[src/include/eba_defines.vh]
// constants for the external bus arbitration and dma pin handshake block
`ifndef EBA_DEFINES_VH
`define EBA_DEFINES_VH
`define EBA_ID_W        3
`define EBA_NPROC       8
`define EBA_NDMA        4
`define EBA_HOST_SPACE  4'h0
`define EBA_ADDR_HI     31
`define EBA_ADDR_LO     28
`define EBA_ST_SLAVE    3'h0
`define EBA_ST_MASTER   3'h1
`define EBA_ST_DRAIN    3'h2
`define EBA_ST_SELFREF  3'h3
`define EBA_ST_HOST     3'h4
`define EBA_ST_YIELD    3'h5
`define EBA_SREF_CYC    4'h4
`define EBA_ZERO4       4'h0
`define EBA_ONE4        4'h1
`define EBA_ALL8        8'hff
`define EBA_ALL3        3'h7
`endif

[src/hw/eba_sync2.v]
// two flip-flop synchroniser for a vector of asynchronous inputs
`timescale 1ns/10ps
`default_nettype none
module eba_sync2 #(
   parameter W    = 1,
   parameter INIT = 0
) (
   input  wire         i_clk,
   input  wire         i_reset_n,
   input  wire [W-1:0] i_async,
   output reg  [W-1:0] o_sync
);
   reg [W-1:0] meta;
   // first stage is read only by the second stage
   always @(posedge i_clk or negedge i_reset_n) begin
      if (!i_reset_n) begin
         meta   <= INIT[W-1:0];
         o_sync <= INIT[W-1:0];
      end else begin
         meta   <= i_async;
         o_sync <= meta;
      end
   end
endmodule // eba_sync2
`default_nettype wire

[src/hw/eba_arbiter.v]
// external bus arbitration, priority lines and dma/flyby pin handshake
// Function
// - answer a host bus request by asserting host grant.
// - on giving up the bus, tri-state address, data, selects, strobes, sdram controls.
// - put attached sdram into self-refresh before granting the host.
// - keep host grant while host request is held; host releases by dropping it.
// - only the bus master drives host grant; slaves only monitor it.
// - assert core priority while the core accesses external memory.
// - on slave core priority, master suspends background dma and yields bus.
// - core and dma priority lines are open-drain, pull low only.
// - assert dma priority while a high-priority dma channel accesses memory.
// - on slave dma priority, master suspends normal dma but keeps the bus.
// - four asynchronous dma requests start transfers on initialised channels.
// - ignore dma requests of uninitialised channels.
// - flyby channels produce flyby transactions between io device and memory.
// - assert flyby strobe during each flyby transaction.
// - assert io output enable only on flyby transactions.
// - on host request, finish outstanding transaction, release bus, grant host.
// - drive the bus request line chosen by identity, monitor all others.
// - back-off releases bus early only for a transaction outside host space.
`timescale 1ns/10ps
`default_nettype none
`include "eba_defines.vh"
module eba_arbiter (
   input  wire        I_CLK_SYS,
   input  wire        I_RESET_N,
   input  wire [2:0]  I_PROCESSOR_IDENTITY,
   input  wire        I_HOST_REQUEST_N,
   input  wire        I_BACK_OFF_N,
   input  wire        I_HOST_GRANT_N,
   input  wire [7:0]  I_BUS_REQUEST_LINES_N,
   input  wire        I_CORE_PRIORITY_LINE_N,
   input  wire        I_DMA_PRIORITY_LINE_N,
   input  wire [3:0]  I_DMA_REQUEST_INPUTS_N,
   input  wire        I_CORE_ACCESS,
   input  wire [3:0]  I_DMA_CHAN_INIT,
   input  wire [3:0]  I_DMA_CHAN_FLYBY,
   input  wire [3:0]  I_DMA_CHAN_HIPRI,
   input  wire        I_XFER_ACTIVE,
   input  wire        I_XFER_DONE,
   input  wire [31:0] I_XFER_ADDR,
   output reg         O_HOST_GRANT_N,
   output reg         O_HOST_GRANT_OE_N,
   output reg         O_BUS_PINS_OE_N,
   output reg         O_SDRAM_SELF_REFRESH,
   output reg  [7:0]  O_BUS_REQUEST_LINES_N,
   output reg  [7:0]  O_BUS_REQUEST_OE_N,
   output reg         O_CORE_PRIORITY_LINE_N,
   output reg         O_CORE_PRIORITY_OE_N,
   output reg         O_DMA_PRIORITY_LINE_N,
   output reg         O_DMA_PRIORITY_OE_N,
   output reg  [3:0]  O_DMA_SERVICE,
   output reg         O_DMA_SUSPEND_NORMAL,
   output reg         O_DMA_SUSPEND_ALL,
   output reg         O_FLYBY_N,
   output reg         O_IO_OUTPUT_ENABLE_N,
   output reg         O_BUS_MASTER
);
   ////////////////////////////////////////////////////////////////////////////
   // synchronised pin inputs
   wire [7:0] br_s;
   wire [3:0] dmar_s;
   wire       hbr_s;
   wire       back_off_s;
   wire       cpa_s;
   wire       dpa_s;
   wire       hbg_s;
   // shared priority lines are sampled on our clock, never used raw
   eba_sync2 #(.W(17), .INIT(17'h1_ffff)) u_sync (
      .i_clk     (I_CLK_SYS),
      .i_reset_n (I_RESET_N),
      .i_async   ({I_BUS_REQUEST_LINES_N, I_DMA_REQUEST_INPUTS_N, I_HOST_REQUEST_N,
                   I_BACK_OFF_N, I_CORE_PRIORITY_LINE_N, I_DMA_PRIORITY_LINE_N,
                   I_HOST_GRANT_N}),
      .o_sync    ({br_s, dmar_s, hbr_s, back_off_s, cpa_s, dpa_s, hbg_s})
   );
   ////////////////////////////////////////////////////////////////////////////
   // identity, caught after reset release since it only changes under reset
   reg  [2:0] my_id;
   reg        id_taken;
   always @(posedge I_CLK_SYS or negedge I_RESET_N) begin
      if (!I_RESET_N) begin
         my_id    <= 3'h0;
         id_taken <= 1'b0;
      end else if (!id_taken) begin
         my_id    <= I_PROCESSOR_IDENTITY;
         id_taken <= 1'b1;
      end
   end
   ////////////////////////////////////////////////////////////////////////////
   // our own pull reaches the sampled line up to three edges late, so a low seen
   // in that span may be our own echo; a peer pulling in that span is missed
   reg  [2:0] own_cpa_hist;
   reg  [2:0] own_dpa_hist;
   always @(posedge I_CLK_SYS or negedge I_RESET_N) begin
      if (!I_RESET_N) begin
         own_cpa_hist <= `EBA_ALL3;
         own_dpa_hist <= `EBA_ALL3;
      end else begin
         own_cpa_hist <= {own_cpa_hist[1:0], O_CORE_PRIORITY_OE_N};
         own_dpa_hist <= {own_dpa_hist[1:0], O_DMA_PRIORITY_OE_N};
      end
   end
   wire own_cpa_quiet = (&own_cpa_hist) && O_CORE_PRIORITY_OE_N;
   wire own_dpa_quiet = (&own_dpa_hist) && O_DMA_PRIORITY_OE_N;
   ////////////////////////////////////////////////////////////////////////////
   // local activity and priority classes
   wire [3:0] dma_live   = ~dmar_s & I_DMA_CHAN_INIT;
   wire       want_bus   = I_CORE_ACCESS | (|dma_live);
   wire       hi_dma     = |(dma_live & I_DMA_CHAN_HIPRI);
   wire       host_space = I_XFER_ADDR[`EBA_ADDR_HI:`EBA_ADDR_LO] != `EBA_HOST_SPACE;
   wire [7:0] my_mask    = 8'h01 << my_id;
   wire [7:0] other_req  = ~br_s & ~my_mask;
   wire       lower_req  = |(other_req & (my_mask - 8'h01));
   wire       slave_cpa  = !cpa_s && !I_CORE_ACCESS && own_cpa_quiet;
   wire       slave_dpa  = !dpa_s && !hi_dma && own_dpa_quiet;
   ////////////////////////////////////////////////////////////////////////////
   // mastership state machine
   reg [2:0] state;
   reg [2:0] next_state;
   reg [3:0] sref_cnt;
   always @* begin
      next_state = state;
      case (state)
         `EBA_ST_SLAVE: begin
            // lowest identity wins among requesters; none wins while host request or grant is low
            if (want_bus && !lower_req && hbg_s && hbr_s)
               next_state = `EBA_ST_MASTER;
         end
         `EBA_ST_MASTER: begin
            if (!hbr_s)
               next_state = `EBA_ST_DRAIN;
            else if ((slave_cpa || (!want_bus && |other_req)) && !I_XFER_ACTIVE)
               next_state = `EBA_ST_YIELD;
         end
         `EBA_ST_DRAIN: begin
            if (hbr_s)
               next_state = `EBA_ST_MASTER;
            else if (!I_XFER_ACTIVE || I_XFER_DONE || (!back_off_s && host_space))
               next_state = `EBA_ST_SELFREF;
         end
         `EBA_ST_SELFREF: begin
            if (sref_cnt == `EBA_SREF_CYC)
               next_state = `EBA_ST_HOST;
         end
         `EBA_ST_HOST: begin
            if (hbr_s)
               next_state = `EBA_ST_MASTER;
         end
         `EBA_ST_YIELD: next_state = `EBA_ST_SLAVE;
         default:       next_state = `EBA_ST_SLAVE;
      endcase
   end
   always @(posedge I_CLK_SYS or negedge I_RESET_N) begin
      if (!I_RESET_N) begin
         state    <= `EBA_ST_SLAVE;
         sref_cnt <= `EBA_ZERO4;
      end else begin
         state    <= next_state;
         if (state == `EBA_ST_SELFREF)
            sref_cnt <= sref_cnt + `EBA_ONE4;
         else
            sref_cnt <= `EBA_ZERO4;
      end
   end
   ////////////////////////////////////////////////////////////////////////////
   // registered pin drive; open-drain lines only ever pull low
   wire is_master = (state == `EBA_ST_MASTER) || (state == `EBA_ST_DRAIN) ||
                    (state == `EBA_ST_SELFREF) || (state == `EBA_ST_HOST);
   wire own_bus   = (state == `EBA_ST_MASTER) || (state == `EBA_ST_DRAIN);
   wire flyby     = |(dma_live & I_DMA_CHAN_FLYBY) && own_bus && I_XFER_ACTIVE;
   always @(posedge I_CLK_SYS or negedge I_RESET_N) begin
      if (!I_RESET_N) begin
         O_HOST_GRANT_N         <= 1'b1;
         O_HOST_GRANT_OE_N      <= 1'b1;
         O_BUS_PINS_OE_N        <= 1'b1;
         O_SDRAM_SELF_REFRESH   <= 1'b0;
         O_BUS_REQUEST_LINES_N  <= `EBA_ALL8;
         O_BUS_REQUEST_OE_N     <= `EBA_ALL8;
         O_CORE_PRIORITY_LINE_N <= 1'b0;
         O_CORE_PRIORITY_OE_N   <= 1'b1;
         O_DMA_PRIORITY_LINE_N  <= 1'b0;
         O_DMA_PRIORITY_OE_N    <= 1'b1;
         O_DMA_SERVICE          <= `EBA_ZERO4;
         O_DMA_SUSPEND_NORMAL   <= 1'b0;
         O_DMA_SUSPEND_ALL      <= 1'b0;
         O_FLYBY_N              <= 1'b1;
         O_IO_OUTPUT_ENABLE_N   <= 1'b1;
         O_BUS_MASTER           <= 1'b0;
      end else begin
         // grant stays low while the host holds its request
         O_HOST_GRANT_N         <= !(next_state == `EBA_ST_HOST);
         O_HOST_GRANT_OE_N      <= !id_taken || !(next_state == `EBA_ST_SELFREF ||
                                   next_state == `EBA_ST_HOST ||
                                   next_state == `EBA_ST_DRAIN);
         O_BUS_PINS_OE_N        <= !(next_state == `EBA_ST_MASTER ||
                                     next_state == `EBA_ST_DRAIN);
         O_SDRAM_SELF_REFRESH   <= (next_state == `EBA_ST_SELFREF) ||
                                   (next_state == `EBA_ST_HOST);
         O_BUS_REQUEST_LINES_N  <= ~my_mask;
         O_BUS_REQUEST_OE_N     <= (want_bus && id_taken) ? ~my_mask : `EBA_ALL8;
         O_CORE_PRIORITY_LINE_N <= 1'b0;
         O_CORE_PRIORITY_OE_N   <= !I_CORE_ACCESS;
         O_DMA_PRIORITY_LINE_N  <= 1'b0;
         O_DMA_PRIORITY_OE_N    <= !hi_dma;
         O_DMA_SERVICE          <= own_bus ? dma_live : `EBA_ZERO4;
         // suspension lifts as soon as the sampled line goes high again
         O_DMA_SUSPEND_NORMAL   <= is_master && slave_dpa;
         O_DMA_SUSPEND_ALL      <= is_master && slave_cpa;
         O_FLYBY_N              <= !flyby;
         O_IO_OUTPUT_ENABLE_N   <= !flyby;
         O_BUS_MASTER           <= is_master;
      end
   end
endmodule // eba_arbiter
`default_nettype wire

[config.mk]
export PLATFORM = sky130hd
export DESIGN_NAME = eba_arbiter
export DESIGN_NICKNAME = d
export VERILOG_FILES = /design/src/hw/eba_sync2.v /design/src/hw/eba_arbiter.v
export VERILOG_INCLUDE_DIRS = /design/src /design/src/include
export SDC_FILE = /design/constraint.sdc
export NUM_CORES = 1
export LEC_CHECK = 0
export BUFFER_PORTS_ARGS = -buffer_cell sky130_fd_sc_hd__buf_2
export CAP_MARGIN = 20
export CORE_MARGIN = 2
export CORE_UTILIZATION = 53
export DETAILED_ROUTE_END_ITERATION = 7
export GPL_ROUTABILITY_DRIVEN = 0
export PLACE_DENSITY = 0.84
export SYNTH_ARGS = -nofsm -noshare
export SYNTH_HDL_FRONTEND = slang
export SYNTH_SLANG_ARGS = --single-unit
[constraint.sdc]
create_clock -name I_CLK_SYS -period 4.85 [get_ports I_CLK_SYS]
set_input_delay 1.455 -clock I_CLK_SYS [delete_from_list [all_inputs] [get_ports I_CLK_SYS]]
set_output_delay 1.455 -clock I_CLK_SYS [all_outputs]
set_load 0.02 [all_outputs]
==> key figures, run 1 <==
Status
  – Status: finished clean

Placed design
  – DP HPWL: 3.10 mm
  – Area after DPL: 3290 sq um
  – Dpl ws: 1910 ps
  – Port bufs: 71

Power
  – Power Total: 1.57 mW
  – Cell leakage power: 1.57 nW
  – PD cells: 451 nW/um^2
  – Worst vdd ir: 0.238 mV

Global route
  – First-pass GRT wire length: 7.20 mm
  – Total track usage: 15.7%
  – Vias in the first global route: 1572
  – Largest net degree at the start of global routing: 82
  – GRT Residual Overflow: 0
  – Initial antenna violation count: 0

Yosys
  – FF+latch count, synth: 81
  – Prevailing post-synth register cell: dfstp_2
  – Cell Area, Synth: 2880 sq um
  – FFs w/ async S/R, synth: 100%
  – Synth Instances: 208
  – Post-synthesis sequential area ratio: 73.0%
  – Yosys warns: 0
  – Synth Area per Inst: 13.9 sq um
  – EDFF count, synth: 0
  – Synth unique cells: 46

Layout
  – Final core utilization: 67.3%
  – Share of cells above drive strength 1: 54.7%
  – Number of diodes: 0
  – NumNets Final: 355
  – Area grow syn2layout: 20.7%
  – Fin area: 3480 sq um
  – FILL cells: 386
  – Most common cell after layout, fill and taps aside: buf_2
  – Most frequent cells in the layout: buf_2, dfstp_2, nand2_1

Timing
  – Setup WS post-layout: 2200 ps
  – Setup_tns: 0 ps
  – Relative slew slack: 38.2%
  – Final min period: 2650 ps
  – Clk_skew: 6.08 ps
  – Pins Over Slew Limit: 0
  – Final setup vio count: 0
  – RSZ-0062 raised after global routing: false
  – Fmax: 377 MHz
  – Final Cycle Share: 54.7%
  – Final Hold Fails: 0
  – Worst-Margin Slew: 926 ps

Die
  – Rows: 26
  – I/O Pins: 102
  – Area of the core: 5170 sq um
  – Die area: 6050 sq um
  – Die X: 77.8 microns
  – Initial core utilization: 55.7%
  – Die Y: 77.8 microns

Detailed routing
  – Number of DRC markers in iteration 0: 102
  – Antenna viol nets, final: 0
  – Total Wirelength: 4.50 mm
  – Vias: 1699
  – DR WL/cell: 12.5 microns
  – Via density: 4.73
  – Drt pass-1 iters: 4
  – Drt drc: 0

CTS
  – Post-CTS Setup Bufs: 0
  – CTS H-tree depth: 3
  – Reg clk slew, reported paths: 70 ps
  – Longest Clk Path Bufs: 2
  – # clock sinks: 81
  – Worst skew pair latency: 330 ps
  – CTS buffer count: 9
  – Hold buffer count at cts: 0
  – Cts repair resizes: 0
  – CTS tree: yes
  – Clock root cell: clkbuf_8

Job
  – Max Cap Viol: 0

Min path
  – Type of the most critical hold path: reg -> reg

Critical path
  – Critical path startpoint: I_DMA_CHAN_INIT[0]
  – CP Capture Point: O_BUS_PINS_OE_N
  – Reg-to-Reg Start: my_id[2]
  – CP required: 5120 ps
  – FF-to-FF path depth: 6
  – Setup slack, reg-to-reg: 2860 ps
  – FF-to-FF End: O_BUS_PINS_OE_N
  – Setup crit end kind: flip-flop
  – Crit Path Max Fanout: 4
  – Setup crit start kind: input pin
  – CP Data Arrival Time: 2920 ps
  – Setup CP Type: in -> reg
==> sequential cells by signal, indices dropped and copies added (netlist names), 3 cells and up <==
name and count:
O_BUS_REQUEST_OE_N 8, O_BUS_REQUEST_LINES_N 8, O_DMA_SERVICE 4, u_sync.o_sync 17, u_sync.meta 17, sref_cnt 4, own_dpa_hist 3, own_cpa_hist 3
my_id 3, state 3
==> cells in the mapped netlist (2+ instances only) <==
master,n,area share (%)
or2_2,4,0.87
nand4_1,2,0.43
a31oi_1,4,0.87
or3_1,2,0.43
nand3b_1,2,0.52
nand2b_1,3,0.65
nor2_1,8,1.0
xnor2_1,2,0.61
nor2b_4,2,0.95
and3_1,2,0.43
o21ai_0,4,0.69
nor2b_1,2,0.43
nand2_1,21,2.7
and2_1,5,1.1
conb_1,2,0.26
buf_2,3,0.52
and2b_1,2,0.52
dfrtp_1,19,16
xor2_1,2,0.61
a22oi_1,3,0.78
ha_1,2,0.87
inv_1,9,1.2
buf_4,3,0.78
dfstp_2,62,57
nor4_1,4,0.87
nand3_1,7,1.2
mux2_2,3,1.2
nor4bb_1,3,1.0
nor3_1,2,0.35
a21oi_1,3,0.52
==> critical path, stage by stage <==
cell,delay [ps]
buf_2,100
nor2b_1,150
nor4_1,360
nand2_1,200
a311o_1,350
or2_0,230
nand3_1,80
==> kinds of logic after synthesis <==
logic type / count (synthesis) / share of synthesized area, %
DFF: 81 / 73.0
and+or+nand+nor: 73 / 14.1
xor gates and xnor gates: 4 / 1.22
muxes: 4 / 1.52
buffers and inverters: 16 / 2.60
adders and majority gates: 2 / 0.868
other: 2 / 0.261
AOI/OAI and AO/OA: 26 / 6.47
==> through the flow <==
stage               hold WS (ps)  std cells
floorplan                    345        209
global placement             346        343
detailed placement           347        343
CTS                          347        359
global route                 348        359
finish                       350        359
==> layer usage <==
metal / share of wire [%] / global-route usage, % / vias up
met1: 45 / 21.2 / 807
met3: 4.6 / 4.53 / 4
met2: 50 / 24.1 / 42
met5: 0 / 0 / -
li1: - / - / 846
met4: 1.0 / 6.43 / 0
==> cell type report <==
| cell class | count | area (sq um) | area share [%] |
|---|---|---|---|
| flip-flops and latches | 81 | 2100 | 60.5 |
| multi-input cells | 112 | 707 | 20.3 |
| repair buffers | 71 | 358 | 10.3 |
| clock buffers | 12 | 145 | 4.17 |
| well taps | 70 | 87.6 | 2.52 |
| clock inverters | 4 | 45.0 | 1.29 |
| inverters | 9 | 33.8 | 0.971 |
==> report_power, final <==
part | switching (mW) | internal, mW | total, mW
Sequential | 0.0502 | 0.775 | 0.825
Clock | 0.211 | 0.250 | 0.461
Combinational | 0.172 | 0.112 | 0.284
==> worst min-delay path by stage <==
| stage | cells after the start | start | endpoint |
|---|---|---|---|
| after floorplan | 0 | u_sync.meta[0] | u_sync.o_sync[0] |
| after global placement | 0 | u_sync.meta[6] | u_sync.o_sync[6] |
| after detailed placement | 0 | u_sync.meta[7] | u_sync.o_sync[7] |
| after CTS | 0 | u_sync.meta[10] | u_sync.o_sync[10] |
| after global routing | 0 | u_sync.meta[10] | u_sync.o_sync[10] |
| final | 0 | u_sync.meta[10] | u_sync.o_sync[10] |
Power figures use the tool's default switching activity.
==> run 2, diff against run 1 <==
--- a/config.mk
+++ b/config.mk
@@ -6,13 +6,14 @@
 export SDC_FILE = /design/constraint.sdc
 export NUM_CORES = 1
 export LEC_CHECK = 0
+export ABC_AREA = 1
 export BUFFER_PORTS_ARGS = -buffer_cell sky130_fd_sc_hd__buf_2
 export CAP_MARGIN = 20
 export CORE_MARGIN = 2
-export CORE_UTILIZATION = 53
+export CORE_UTILIZATION = 44
 export DETAILED_ROUTE_END_ITERATION = 7
 export GPL_ROUTABILITY_DRIVEN = 0
-export PLACE_DENSITY = 0.84
+export PLACE_DENSITY = 0.74
 export SYNTH_ARGS = -nofsm -noshare
 export SYNTH_HDL_FRONTEND = slang
 export SYNTH_SLANG_ARGS = --single-unit
==> constraint.sdc (replaced) <==
create_clock -name I_CLK_SYS -period 2.2 [get_ports I_CLK_SYS]
set_input_delay 0.66 -clock I_CLK_SYS [delete_from_list [all_inputs] [get_ports I_CLK_SYS]]
set_output_delay 0.66 -clock I_CLK_SYS [all_outputs]
set_load 0.02 [all_outputs]
==> key figures, run 2 <==
Global route
  – Initial antenna violation count: 0 (unchanged)
  – Vias in the first global route: 1880 (+20%)
  – Total track usage: 15.5% (-0.25 points)
  – GRT Residual Overflow: 0 (unchanged)
  – First-pass GRT wire length: 8.70 mm (+21%)
  – Largest net degree at the start of global routing: 45 (-45%)

Yosys
  – Count leader, synth: dfstp_2
  – Area leader, netlist: dfstp_2
  – Synth unique cells: 31 (-33%)
  – Cell Area, Synth: 2990 sq um (+3.6%)
  – EDFF count, synth: 0 (unchanged)
  – FF+latch count, synth: 81 (unchanged)
  – Yosys top cell area share: 54.6% (-1.9 points)
  – Synth Area per Inst: 11.8 sq um (-15%)
  – Post-synthesis sequential area ratio: 70.5% (-2.5 points)
  – Yosys warns: 0 (unchanged)
  – Commonest cells post-synth: dfstp_2, nand2_1, inv_1
  – FFs w/ async S/R, synth: 100% (unchanged)
  – Synth Instances: 252 (+21%)
  – Synth area leaders: dfstp_2, dfrtp_1, nand2_1
  – Prevailing post-synth register cell: dfstp_2

Timing
  – Final Cycle Share: 77.9%
  – Setup_tns: 0 ps (unchanged)
  – Final min period: 1710 ps
  – Relative slew slack: 66.1% (+28 points)
  – RSZ-0062 raised after global routing: false
  – Final setup vio count: 0 (unchanged)
  – Worst-Margin Slew: 508 ps (-419 ps)
  – Final Hold Fails: 0 (unchanged)
  – Hold_ws: 262 ps (-88.1 ps)
  – Fmax: 583 MHz
  – Clk_skew: 13.2 ps (+7.15 ps)
  – Setup WS post-layout: 486 ps (-1710 ps)
  – Pins Over Slew Limit: 0 (unchanged)

Critical path
  – Setup crit end kind: output pin
  – Crit path cell chain: buf_2
  – CP Data Arrival Time: 1050 ps (-1870 ps)
  – Worst Path Buf+Inv: 1 (unchanged)
  – CP required: 1540 ps (-3580 ps)
  – Setup CP Type: reg -> out
  – Crit-path leading delay family: flip-flops
  – Max incr delay on CP: 550 ps (+190 ps)
  – Setup slack, reg-to-reg: 640 ps (-2220 ps)
  – Crit Path Max Fanout: 3 (-1)
  – Slowest CP cell: dfstp_2
  – Setup crit start kind: flip-flop

Detailed routing
  – Number of DRC markers in iteration 0: 127 (+25%)
  – Vias: 1856 (+9.2%)
  – Antenna viol nets, final: 0 (unchanged)
  – Drt drc: 0 (unchanged)
  – Via density: 4.47 (-5.5%)
  – Total Wirelength: 4.96 mm (+10%)
  – Drt pass-1 iters: 4 (unchanged)
  – DR WL/cell: 11.9 microns (-4.6%)

Power
  – Clock power share: 32.3% (+2.9 points)
  – Combinational Power Share: 17.1% (-1.0 points)
  – Cell leakage power: 1.76 nW (+12%)
  – PD cells: 972 nW/um^2 (+120%)
  – Worst vdd ir: 0.395 mV (+66%)
  – Switching share of power: 28.0% (+0.38 points)
  – Power Total: 3.52 mW (+120%)
  – Internal power: 2.54 mW (+120%)
  – P_sw: 0.985 mW (+130%)
  – Sequential share of power: 50.5% (-2.1 points)

Layout
  – Multi-input logic area: 667 sq um (-5.7%)
  – Final core utilization: 54.2% (-13 points)
  – Number of diodes: 0 (unchanged)
  – FILL cells: 590 (+53%)
  – FF/Latch Area: 2100 sq um (unchanged)
  – Area grow syn2layout: 21.4%
  – Layout Cells excl Fill: 415 (+16%)
  – NumNets Final: 401 (+13%)
  – Most common cell after layout, fill and taps aside: buf_2
  – Top Registers: u_sync.meta (17), u_sync.o_sync (17)
  – Share of cells above drive strength 1: 50.7% (-3.9 points)
  – Fin area: 3620 sq um (+4.1%)
  – Most frequent cells in the layout: buf_2, dfstp_2, nand2_1

Job
  – Max Cap Viol: 0 (unchanged)

CTS
  – Clock root cell: clkbuf_8
  – CTS tree: yes
  – Reg clk slew, reported paths: 80 ps (about the same)
  – Hold buffer count at cts: 0 (unchanged)
  – # clock sinks: 81 (unchanged)
  – Cts repair resizes: 0 (unchanged)
  – CTS buffer count: 9 (unchanged)
  – Post-CTS Setup Bufs: 0 (unchanged)
  – Worst skew pair latency: 350 ps (+20 ps)
  – CTS H-tree depth: 3 (unchanged)
  – Longest Clk Path Bufs: 2 (unchanged)

Placed design
  – Placed cells: 399 (+16%)
  – Area after DPL: 3410 sq um (+3.7%)
  – DP HPWL: 3.64 mm (+17%)
  – Port bufs: 71 (unchanged)
  – Dpl ws: 413 ps (-1490 ps)

Die
  – I/O Pins: 102 (unchanged)
  – Die X: 86.4 microns (+11%)
  – Die area: 7460 sq um (+23%)
  – Initial core utilization: 44.7% (-11 points)
  – Area of the core: 6680 sq um (+29%)
  – Die Y: 86.4 microns (+11%)
  – Rows: 30 (+15%)

Status
  – Status: finished clean

Min path
  – Type of the most critical hold path: in -> async
-- run 2: changes by cell type in the layout (fill, tap and decap cells not counted), moves of 5 or more --
cell     previous run  this run
and2_1              5         0
nand2_2             0         6
nor2_1              8        20
nand2_1            21        41
nand4_1             2         9
inv_1               9        35
nand3_1             7        19
-- run 2: kinds of logic (layout without fill, tap and decap cells) --
logic type / count (synthesis) / after routing / synth area share (%)
simple gates: 109 / 109 / 18.9
flops: 81 / 81 / 70.5
buf+inv: 47 / 129 / 7.29
compound gates: 9 / 9 / 1.68
fa+ha+maj: 2 / 2 / 0.838
other cells: 2 / 3 / 0.252
xor+xnor: 2 / 2 / 0.587
-- run 2: final cells by class --
| cell class | count | area share, % |
|---|---|---|
| flip-flops and latches | 81 | 58.1 |
| multi-input cells | 125 | 18.4 |
| repair buffers | 72 | 10.4 |
| inverters | 41 | 4.45 |
| clock buffers | 11 | 3.63 |
| well taps | 80 | 2.76 |
| clock inverters | 5 | 2.24 |
-- run 2: worst paths after layout --
check                                           from                    to  depth (start not counted)
worst max-delay path            O_CORE_PRIORITY_OE_N  O_CORE_PRIORITY_OE_N                          1
worst min-delay path                       I_RESET_N              state[0]                          1
worst max register to register              my_id[1]       O_BUS_PINS_OE_N                          8
worst min register to register       u_sync.meta[13]     u_sync.o_sync[13]                          0
max in group asynchronous                  I_RESET_N      u_sync.o_sync[3]                          2
min in group I_CLK_SYS               u_sync.meta[13]     u_sync.o_sync[13]                          0
-- run 2: power groups by stage --
stage / registers, mW / logic [mW] / clock network [mW]
floorplan: 1.86 / 0.351 / 0
global placement: 1.80 / 0.598 / 0
detailed placement: 1.80 / 0.613 / 0
CTS: 1.78 / 0.615 / 1.17
global route: 1.80 / 0.685 / 1.25
finish: 1.78 / 0.604 / 1.14
-- run 2: routing by layer --
| layer | routed length (microns) | vias up | track usage [%] |
|---|---|---|---|
| li1 | - | 939 | - |
| met1 | 2190 | 853 | 20.6 |
| met2 | 2380 | 58 | 23.3 |
| met3 | 319 | 6 | 6.19 |
| met4 | 68 | 0 | 5.11 |
| met5 | 0 | - | 0 |
==> run 3, diff against run 2 <==
==> constraint.sdc (replaced) <==
create_clock -name I_CLK_SYS -period 1.4 [get_ports I_CLK_SYS]
set_input_delay 0.42 -clock I_CLK_SYS [delete_from_list [all_inputs] [get_ports I_CLK_SYS]]
set_output_delay 0.42 -clock I_CLK_SYS [all_outputs]
set_load 0.02 [all_outputs]
==> key figures, run 3 (same netlist as run 2, synthesis figures left out) <==
Timing
  – Fmax: 688 MHz
  – Setup WS post-layout: -53.0 ps (-539 ps)
  – RSZ-0062 raised after global routing: true
  – Final min period: 1450 ps
  – Final setup vio count: 23 (+23)
  – Final Cycle Share: 104%
  – Final Hold Fails: 0 (unchanged)
  – Setup_tns: -336 ps (-336 ps)
  – Pins Over Slew Limit: 0 (unchanged)
  – Clk_skew: 11.1 ps (-2.10 ps)
  – Hold_ws: 92.8 ps (-169 ps)

Global route
  – First-pass GRT wire length: 9.00 mm (+3.5%)
  – Largest net degree at the start of global routing: 44 (-2.2%)
  – GRT Residual Overflow: 0 (unchanged)
  – Vias in the first global route: 1977 (+5.2%)
  – Total track usage: 15.9% (+0.43 points)
  – Initial antenna violation count: 0 (unchanged)

Critical path
  – Crit Path Max Fanout: 2 (-1)
  – CP Data Arrival Time: 1030 ps (-20 ps)
  – Setup crit end kind: output pin
  – Worst Path Buf+Inv: 1 (unchanged)
  – Crit-path leading delay family: flip-flops
  – Setup CP Type: reg -> out
  – Max incr delay on CP: 540 ps (about the same)
  – Critical path startpoint: O_IO_OUTPUT_ENABLE_N
  – CP required: 980 ps (-560 ps)
  – Crit path cell chain: buf_4
  – Setup crit start kind: flip-flop
  – Slowest CP cell: dfstp_2
  – Reg-to-Reg Start: u_sync.o_sync[7]

Min path
  – Type of the most critical hold path: in -> async

CTS
  – CTS buffer count: 9 (unchanged)
  – Clock root cell: clkbuf_8
  – Reg clk slew, reported paths: 90 ps (about the same)
  – CTS H-tree depth: 3 (unchanged)
  – Worst skew pair latency: 350 ps (about the same)
  – Longest Clk Path Bufs: 2 (unchanged)
  – CTS tree: yes
  – Hold buffer count at cts: 0 (unchanged)
  – # clock sinks: 81 (unchanged)

Layout
  – Top Registers: u_sync.meta (17), u_sync.o_sync (17)
  – Most common cell after layout, fill and taps aside: dfstp_2
  – Number of diodes: 0 (unchanged)
  – NumNets Final: 435 (+8.5%)
  – Area grow syn2layout: 35.5%
  – Share of cells above drive strength 1: 61.0% (+10 points)
  – Fin area: 4050 sq um (+12%)
  – Most frequent cells in the layout: dfstp_2, buf_2, nand2_1

Detailed routing
  – Drt drc: 0 (unchanged)
  – DR WL/cell: 12.4 microns (+4.0%)
  – Total Wirelength: 5.58 mm (+13%)
  – Number of DRC markers in iteration 0: 129 (+1.6%)
  – Vias: 2077 (+12%)
  – Drt pass-1 iters: 4 (unchanged)
  – Antenna viol nets, final: 0 (unchanged)
  – Via density: 4.63 (+3.4%)

Die
  – Initial core utilization: 44.7% (unchanged)
  – I/O Pins: 102 (unchanged)
  – Die area: 7460 sq um (unchanged)
  – Die Y: 86.4 microns (unchanged)
  – Rows: 30 (unchanged)
  – Die X: 86.4 microns (unchanged)
  – Area of the core: 6680 sq um (unchanged)

Power
  – Worst vdd ir: 0.898 mV (+130%)
  – PD cells: 1380 nW/um^2 (+42%)
  – Cell leakage power: 1.98 nW (+13%)

Placed design
  – DP HPWL: 3.95 mm (+8.4%)
  – Area after DPL: 3620 sq um (+6.1%)
  – Port bufs: 71 (unchanged)

Job
  – Max Cap Viol: 0 (unchanged)

Status
  – Violated checks: negative setup slack
  – Status: complete, but fails checks
[run 3: cell types whose count changed in the layout (fill, tap and decap cells not counted), moves of 3 or more]
cell | before | now
buf_4 | 1 | 35
buf_2 | 70 | 47
buf_6 | 0 | 22
dfrtp_1 | 19 | 14
dfrtp_2 | 0 | 5
inv_1 | 35 | 30
inv_2 | 4 | 9
nand3_1 | 19 | 15
nand3_2 | 4 | 8
nand2_1 | 41 | 38
[run 3: layout make-up]
| class | instances | area, sq um |
|---|---|---|
| multi-input cells | 125 | 714 |
| well taps | 80 | 100 |
| inverters | 41 | 161 |
| clock inverters | 4 | 27.5 |
| clock buffers | 12 | 145 |
| repair buffers | 106 | 786 |
| flip-flops and latches | 81 | 2110 |
| fillers | 557 | 2640 |
[run 3: timing repair]
action	in CTS	in global routing
resized for setup	52	16
pin swaps	6	12
setup endpoints to repair	26	33
buffers inserted	3	5
[run 3: stage by stage]
stage               util (%)  power (mW)  setup WS, ps  std cells
floorplan                  -        3.48          66.8        253
global route            60.5        5.88          -105        449
global placement        54.2        3.87         -46.3        425
CTS                     59.3        5.53         -64.3        444
finish                  60.5        5.58         -53.0        449
detailed placement      54.2        3.91         -61.4        425
[run 3: path summary, 6_finish.rpt]
kind                                          end  slack (ps)  cells after the start
worst max-delay path                    O_FLYBY_N         -50                      1
worst min-delay path               u_sync.meta[9]          90                      1
worst max register to register           state[0]         -30                      9
worst min register to register  u_sync.o_sync[13]         360                      0
max in group asynchronous        u_sync.o_sync[3]        1020                      2
min in group I_CLK_SYS             u_sync.meta[7]         150                      1
[run 3: report_power, final]
part / internal, mW / switching, mW
clock network: 0.698 / 0.815
logic: 0.557 / 0.708
registers: 2.66 / 0.148
[run 3: metal layers]
layer	part of all wire, %	wire length [microns]	GRT usage [%]	up-vias
met5	0	0	0	-
met1	41	2300	20.0	1002
met3	5.5	309	5.14	10
li1	-	-	-	999
met4	1.9	107	8.10	0
met2	51	2860	24.7	66
